### src/include/sr_bm_consts.vh
/*
 * Constants for the sample record basic/memory field framer: word counts,
 * field positions, configuration bits and record sizes.
 * Assumes inclusion by bare name from design files that need these values.
 */
`ifndef SR_BM_CONSTS_VH
`define SR_BM_CONSTS_VH

// Record format word: size field position.
`define SRBM_SIZE_LSB        48
`define SRBM_SIZE_MSB        63
`define SRBM_FMT_MSB         47
// Group selection: memory group enable bit.
`define SRBM_CFG_MEM_BIT     0
// Bytes per record word.
`define SRBM_WORD_BYTES      16'h0008
// Basic group word count and memory group word count.
`define SRBM_BASIC_WORDS     3'h4
`define SRBM_MEM_WORDS       3'h4
// Updated access-information word field positions.
`define SRBM_SRC_LSB         0
`define SRBM_SRC_MSB         3
`define SRBM_TLB_MISS_BIT    4
`define SRBM_LOCK_BIT        5
`define SRBM_DATA_BLK_BIT    6
`define SRBM_ADDR_BLK_BIT    7
// Latency word field positions.
`define SRBM_INSN_LAT_MSB    15
`define SRBM_CACHE_LAT_LSB   32
`define SRBM_CACHE_LAT_MSB   47
// Transactional word split.
`define SRBM_TX_CYC_MSB      31
`define SRBM_TX_ABORT_LSB    32

`endif

### src/verilog/srbm_lat_counter.v
/*
 * Saturating cycle counter for one latency measurement.
 * Assumes start and stop are one-cycle pulses on the same clock.
 */
`timescale 1ns/10ps
`default_nettype none

module srbm_lat_counter #(
  parameter WIDTH = 16
) (
  input  wire             clk,
  input  wire             srst,
  input  wire             start,
  input  wire             stop,
  output reg  [WIDTH-1:0] count_r
);

  reg running_r;

  // Count while running; saturate so a long stall never wraps to a small value.
  always @(posedge clk) begin
    if (srst) begin
      running_r <= 1'b0;
      count_r   <= {WIDTH{1'b0}};
    end else if (start) begin
      running_r <= 1'b1;
      count_r   <= {WIDTH{1'b0}};
    end else if (running_r) begin
      if (stop) begin
        running_r <= 1'b0;
      end
      if (~&count_r) begin
        count_r <= count_r + {{(WIDTH-1){1'b0}}, 1'b1};
      end
    end
  end

endmodule // srbm_lat_counter

`default_nettype wire

### src/verilog/srbm_framer.v
/*
 * Sample record framer for the tail of the basic group and the memory
 * access group, original or updated layout, emitted one 64-bit word a cycle.
 * Assumes capture inputs are on clk, and that the sink accepts one word per
 * cycle while word_valid is high (no back-pressure).
 */
// What this block does
// - Instruction pointer word is triggering instruction address.
// - No next-instruction pointer word is emitted.
// - One applicable-counter bit per triggering counter.
// - Timestamp word is time stamp counter at generation.
// - Original layout: canonical access linear address.
// - Auxiliary word: load source or store status.
// - Latency word: load service cycles.
// - Original transactional word: cycles low, abort high.
// - Updated word 0: address, zero if unknown.
// - Updated word 8H bits 3:0: data source.
// - Bit 4: second-level TLB miss.
// - Bit 5: locked atomic access.
// - Bit 6: load blocked on store forwarding.
// - Bit 7: load blocked on address overlap.
// - Word 10H bits 15:0: instruction latency.
// - Word 10H bits 47:32: cache latency.
// - Store cache latency: L1 write to line done.
// - Word 18H: region cycles low, abort high.
// - First word bits 63:48 hold record bytes.
// - Memory group only when config bit 0 set.
`timescale 1ns/10ps
`default_nettype none
`include "sr_bm_consts.vh"

module srbm_framer #(
  parameter CNT_W = 64,
  parameter LAT_W = 16
) (
  input  wire        clk,
  input  wire        srst,
  input  wire        trigger,
  input  wire [63:0] counters_fired,
  input  wire [63:0] retired_ip,
  input  wire [63:0] time_stamp_counter,
  input  wire [47:0] group_cfg,
  input  wire        adaptive,
  input  wire        updated_layout,
  input  wire        access_is_store,
  input  wire [63:0] data_linear_address,
  input  wire        address_valid,
  input  wire [63:0] load_source_enc,
  input  wire [63:0] store_status_enc,
  input  wire        mem_event_in_gp,
  input  wire [3:0]  data_source,
  input  wire        second_level_tlb_miss,
  input  wire        locked_access_flag,
  input  wire        data_block,
  input  wire        address_block,
  input  wire        insn_lat_start,
  input  wire        insn_lat_stop,
  input  wire        cache_lat_start,
  input  wire        cache_lat_stop,
  input  wire [31:0] tx_cycles,
  input  wire [31:0] tx_abort_info,
  output reg  [63:0] word_data,
  output reg         word_valid,
  output reg         word_last,
  output reg         busy
);

  localparam ST_IDLE = 1'b0;
  localparam ST_EMIT = 1'b1;

  reg        state_r;
  reg [2:0]  idx_r;
  reg        mem_sel_r;
  reg [63:0] fmt_r;
  reg [63:0] ip_r;
  reg [63:0] app_r;
  reg [63:0] tsc_r;
  reg [63:0] mem_w_r [0:3];
  reg [63:0] mem_nxt [0:3];
  reg [15:0] size_nxt;
  reg [63:0] addr_nxt;
  reg [63:0] aux_nxt;
  wire [LAT_W-1:0] insn_lat;
  wire [LAT_W-1:0] cache_lat;
  wire       mem_sel;
  wire [2:0] last_idx;

  ////////////////////////////////////////////////////////////////////////////
  // Latency counters: the capture side supplies the start and end points,
  // which for stores already mark L1 write to line completion.
  srbm_lat_counter #(.WIDTH(LAT_W)) u_insn_lat (
    .clk     (clk),
    .srst    (srst),
    .start   (insn_lat_start),
    .stop    (insn_lat_stop),
    .count_r (insn_lat)
  );

  srbm_lat_counter #(.WIDTH(LAT_W)) u_cache_lat (
    .clk     (clk),
    .srst    (srst),
    .start   (cache_lat_start),
    .stop    (cache_lat_stop),
    .count_r (cache_lat)
  );

  ////////////////////////////////////////////////////////////////////////////
  // Memory group only for adaptive records with the memory bit set.
  assign mem_sel  = adaptive & group_cfg[`SRBM_CFG_MEM_BIT];
  assign last_idx = mem_sel_r ? 3'h7 : 3'h3;

  // Build the memory group words for whichever layout is selected.
  always @* begin
    size_nxt = `SRBM_WORD_BYTES * {13'h0000, `SRBM_BASIC_WORDS};
    if (mem_sel) begin
      size_nxt = size_nxt + `SRBM_WORD_BYTES * {13'h0000, `SRBM_MEM_WORDS};
    end
    addr_nxt = address_valid ? data_linear_address : 64'h0;
    aux_nxt  = 64'h0;
    if (mem_event_in_gp) begin
      aux_nxt = access_is_store ? store_status_enc : load_source_enc;
    end
    mem_nxt[0] = addr_nxt;
    mem_nxt[1] = aux_nxt;
    mem_nxt[2] = mem_event_in_gp ? {{(64-LAT_W){1'b0}}, insn_lat} : 64'h0;
    mem_nxt[3] = {tx_abort_info, tx_cycles};
    if (updated_layout) begin
      mem_nxt[1] = 64'h0;
      mem_nxt[1][`SRBM_SRC_MSB:`SRBM_SRC_LSB] = data_source;
      mem_nxt[1][`SRBM_TLB_MISS_BIT] = second_level_tlb_miss;
      mem_nxt[1][`SRBM_LOCK_BIT]     = locked_access_flag;
      // Block bits mean something only once software counts the forwarding
      // block event; they pass through as reported.
      mem_nxt[1][`SRBM_DATA_BLK_BIT] = data_block;
      mem_nxt[1][`SRBM_ADDR_BLK_BIT] = address_block;
      mem_nxt[2] = 64'h0;
      mem_nxt[2][LAT_W-1:0] = insn_lat;
      mem_nxt[2][`SRBM_CACHE_LAT_LSB+LAT_W-1:`SRBM_CACHE_LAT_LSB] = cache_lat;
    end
  end

  ////////////////////////////////////////////////////////////////////////////
  // Capture on trigger, then stream words back to back.
  // Triggers during emission are ignored; the core holds off the next one.
  always @(posedge clk) begin
    if (srst) begin
      state_r    <= ST_IDLE;
      idx_r      <= 3'h0;
      mem_sel_r  <= 1'b0;
      fmt_r      <= 64'h0;
      ip_r       <= 64'h0;
      app_r      <= 64'h0;
      tsc_r      <= 64'h0;
      word_data  <= 64'h0;
      word_valid <= 1'b0;
      word_last  <= 1'b0;
      busy       <= 1'b0;
    end else begin
      case (state_r)
        ST_IDLE: begin
          word_valid <= 1'b0;
          word_last  <= 1'b0;
          if (trigger) begin
            state_r   <= ST_EMIT;
            busy      <= 1'b1;
            idx_r     <= 3'h0;
            mem_sel_r <= mem_sel;
            fmt_r     <= {size_nxt, (adaptive ? group_cfg : 48'h0)};
            ip_r      <= retired_ip;
            app_r     <= counters_fired;
            tsc_r     <= time_stamp_counter;
          end
        end
        ST_EMIT: begin
          word_valid <= 1'b1;
          word_last  <= (idx_r == last_idx);
          case (idx_r)
            3'h0:    word_data <= fmt_r;
            3'h1:    word_data <= ip_r;
            3'h2:    word_data <= app_r;
            3'h3:    word_data <= tsc_r;
            default: word_data <= mem_w_r[idx_r[1:0]];
          endcase
          // No gap between words or groups.
          if (idx_r == last_idx) begin
            state_r <= ST_IDLE;
            busy    <= 1'b0;
          end else begin
            idx_r <= idx_r + 3'h1;
          end
        end
        default: begin
          state_r <= ST_IDLE;
        end
      endcase
    end
  end

  // Memory words are frozen at trigger so later activity cannot alter them.
  genvar g;
  generate
    for (g = 0; g < 4; g = g + 1) begin : g_mem
      always @(posedge clk) begin
        if (srst) begin
          mem_w_r[g] <= 64'h0;
        end else if (state_r == ST_IDLE && trigger) begin
          mem_w_r[g] <= mem_nxt[g];
        end
      end
    end
  endgenerate

endmodule // srbm_framer

`default_nettype wire

### config.mk
export PLATFORM = sky130hd
export DESIGN_NAME = srbm_framer
export DESIGN_NICKNAME = d
export VERILOG_FILES = /design/src/verilog/srbm_lat_counter.v /design/src/verilog/srbm_framer.v
export VERILOG_INCLUDE_DIRS = /design/src /design/src/include
export SDC_FILE = /design/constraint.sdc
export NUM_CORES = 1
export LEC_CHECK = 0
export BUFFER_PORTS_ARGS = -buffer_cell sky130_fd_sc_hd__buf_4
export CELL_PAD_IN_SITES_DETAIL_PLACEMENT = 0
export CELL_PAD_IN_SITES_GLOBAL_PLACEMENT = 1
export CORE_MARGIN = 4
export CORE_UTILIZATION = 34
export DETAILED_ROUTE_END_ITERATION = 8
export MAX_ROUTING_LAYER = met4
export PLACE_DENSITY = 0.71
export SLEW_MARGIN = 20
export SYNTH_ARGS = -nofsm -noshare
export SYNTH_HDL_FRONTEND = slang
export SYNTH_SLANG_ARGS = --single-unit
### constraint.sdc
create_clock -name clk -period 8.9 [get_ports clk]
set_input_delay 1.335 -clock clk [delete_from_list [all_inputs] [get_ports clk]]
set_output_delay 1.335 -clock clk [all_outputs]
set_load 0.01 [all_outputs]
==> qor.csv <==
metric,value,unit
Via density,5.37,
"Cell Count, Final, Fillers Out",3835,
# rows,97,
CP dominant cell by count,buf_4,
top-area cell type share of the netlist area,0.289,
via count,20607,
CP Data Required Time,9.23,ns
skew final,0.0340,ns
post_cts resized,0,
TritonRoute pass-1 iters,8,
sequential fraction of the synthesis area,0.567,
Worst slew margin,0.299,
met1 Usage GRT,0.310,
"FF+latch count, synth",572,
setup bufs post-CTS,0,
mapped cell area,0.0241,mm²
total negative slack,0,ns
layout cells sized above 1,0.281,
CP max-delay cell,buf_4,
Die ar.,0.0753,mm²
TritonCTS clock tree,built,
RD Place Congestion,0.883,
number of nets still failing antenna checks after routing,0,
latest clock arrival within the worst-skew pair,0.63,ns
drt drc,0,
worst-margin pin slew,1.05,ns
Synth area leaders,"dfxtp_1 (29%), edfxtp_1 (28%), nand2_1 (7.6%)",
Synth area leader,dfxtp_1,
Routed WL per cell,23.2,µm
dpl cells,3710,
"Avg Cell Area, Syn",10.2,µm²
initial antenna violation count,15,
P&R area growth vs syn,29.4,%
largest net degree at the start of global routing,144,
H-tree lvl count,2,
met3 Resource Use GR,0.0450,
commonest register cell after synthesis,dfxtp_1,
Setup Viol. Count Final,0,
Max clock buf depth,3,
IO buf count,582,
final hold violation count,0,
Syn. warnings,0,
crit path time final,3.53,ns
power per cell area,202,mW/mm²
"Async S/R FF share, synth",0,
CP max stage delay,0.63,ns
number of global-route vias before repair,20690,
placed inst area,0.0291,mm²
Max Cap Viol,0,
fin area,0.0312,mm²
worst min path class,reg -> reg,
Pwr Total,6.32,mW
worst-path cell chain,buf_8 -> buf_4 -> nor3b_2 -> buf_4 -> nand3b_1 -> buf_4 -> o21ai_0,
CP Buf/Inv Count,4,
clock root cell,clkbuf_16,
Chip Width,274,µm
Routed WL,88900,µm
total core area,0.0701,mm²
Lkg Pwr,12.7,nW
Final Cycle Share,0.396,
crit start category,input port,
Layout Nets,3356,
CP Class,in -> reg,
RSZ-0062 raised after global routing,no,
CTS Buf Count,61,
critical path's top delay family,buffers and inverters,
outcome,completed,
met2 GRT Util,0.354,
starting DRC count in detailed routing,1851,
hold_buf cts,0,
pre-CTS setup slack,4.65,ns
peak supply drop,0.161,mV
HPWL after detailed placement,62600,µm
Critical Path End Type,flop,
worst setup margin,5.37,ns
Worst-path clk slew,0.06,ns
achievable frequency,284,MHz
global-route wire length before repair,129000,µm
worst path arrival time,3.86,ns
grt peak-use layer,met2,
Total GRT Usage,0.233,
Initial Util,0.344,
syn_nets,2897,
grt ovf,0,
Post-synth EDFFs,224,
clock sink count,572,
CP Max Fanout,94,
"Slew Viols, Final",0,
Cells after Synth,2374,
synth unique cells,63,
Ports,583,
die height,274,µm
synthesized netlist by cell type (17+ instances only):
library cell / instances
mux4_2: 32
and2_1: 83
edfxtp_1: 224
mux2_2: 32
nand3_1: 29
nand2_1: 489
a211oi_1: 21
buf_1: 24
mux2i_1: 69
o21ai_0: 17
and3_1: 86
o32ai_1: 19
nor2_1: 154
clkbuf_1: 166
a311oi_1: 31
a222oi_1: 64
a22o_1: 35
dfxtp_1: 348
a21oi_1: 261
a221oi_1: 20
routing by layer:
layer  wire (µm)  part of all wire  up-vias
li1            -                 -     9557
met1       38700              0.43    10070
met2       41000              0.46      837
met3        6230             0.070      143
met4        3060             0.034        0
met5           0                 0        -
flip-flops by register name, summed over array words and instances (netlist names), 3 cells and up, named ones only:
register             cells
mem_w_r                224
app_r                   64
ip_r                    64
tsc_r                   64
word_data               64
fmt_r                   49
u_cache_lat.count_r     16
u_insn_lat.count_r      16
idx_r                    3
tightest hold or removal path, cell delays in order (launching register included):
cell	delay [ns]
dfxtp_1	0.31
nand2_1	0.05
a21oi_1	0.05
final timing paths:
check                                             from                     endpoint  slack, ns  cells after the start
worst max-delay path                              srst  mem_w_r[1][2]$_SDFFCE_PN0P_       5.37                      7
worst min register to register  tsc_r[33]$_SDFFE_PP0N_       tsc_r[33]$_SDFFE_PP0N_       0.46                      2
worst max register to register   idx_r[0]$_SDFFE_PP0N_    word_data[1]$_SDFFE_PP0P_       5.69                      8
worst min-delay path            tsc_r[33]$_SDFFE_PP0N_       tsc_r[33]$_SDFFE_PP0N_       0.46                      2
per-stage QoR:
stage | hold slack, ns | util
after floorplan | 0.432 | -
after global placement | 0.438 | 0.415
after detailed placement | 0.446 | 0.415
after CTS | 0.455 | 0.445
after global routing | 0.468 | 0.445
final | 0.455 | 0.445
power by group:
part           switching (mW)  total [mW]  internal, mW
combinational           0.418       0.747         0.329
sequential             0.0885        2.98          2.89
clock                    1.08        2.60          1.52
cell families (layout without fill, tap and decap cells):
group | after synthesis | after routing | synth area share
compound gates | 526 | 526 | 0.150
xor+xnor | 2 | 2 | 0.000726
fa+ha+maj | 7 | 7 | 0.00363
buf+inv | 223 | 734 | 0.0359
flops | 572 | 572 | 0.567
mux | 133 | 133 | 0.0734
other cells | 0 | 10 | 0
simple gates | 911 | 911 | 0.170
area by class of cell:
cell class | instances | area, µm²
Fill cell | 6772 | 38900
Sequential cell | 572 | 13700
Multi-Input combinational cell | 1579 | 9650
Timing Repair Buffer | 605 | 4560
Clock buffer | 93 | 1850
Tap cell | 940 | 1180
Clock inverter | 22 | 221
Inverter | 14 | 60.1
Antenna cell | 10 | 25.0
layout by cell type (no fill, tap or decap), types with 5 or more instances in the layout:
cell type and count:
buf_4 602, nand2_1 488, dfxtp_1 344, a21oi_1 261
edfxtp_1 224, nor2_1 152, and3_1 86, and2_1 82
mux2i_1 69, a222oi_1 64, clkbuf_16 64, a22o_1 35
mux2_2 32, mux4_2 32, a311oi_1 31, nand3_1 29
a211oi_1 21, a221oi_1 20, o32ai_1 19, o21ai_0 17
clkbuf_1 15, clkbuf_8 14, clkinv_2 14, inv_1 13
a31o_2 13, a221o_1 12, nor3b_1 12, diode_2 10
nand4_1 10, nor3_1 8, or3_1 7, nor4_1 7
a31oi_1 7, or4_1 5
No activity file was read; power rests on OpenSTA's default activity.
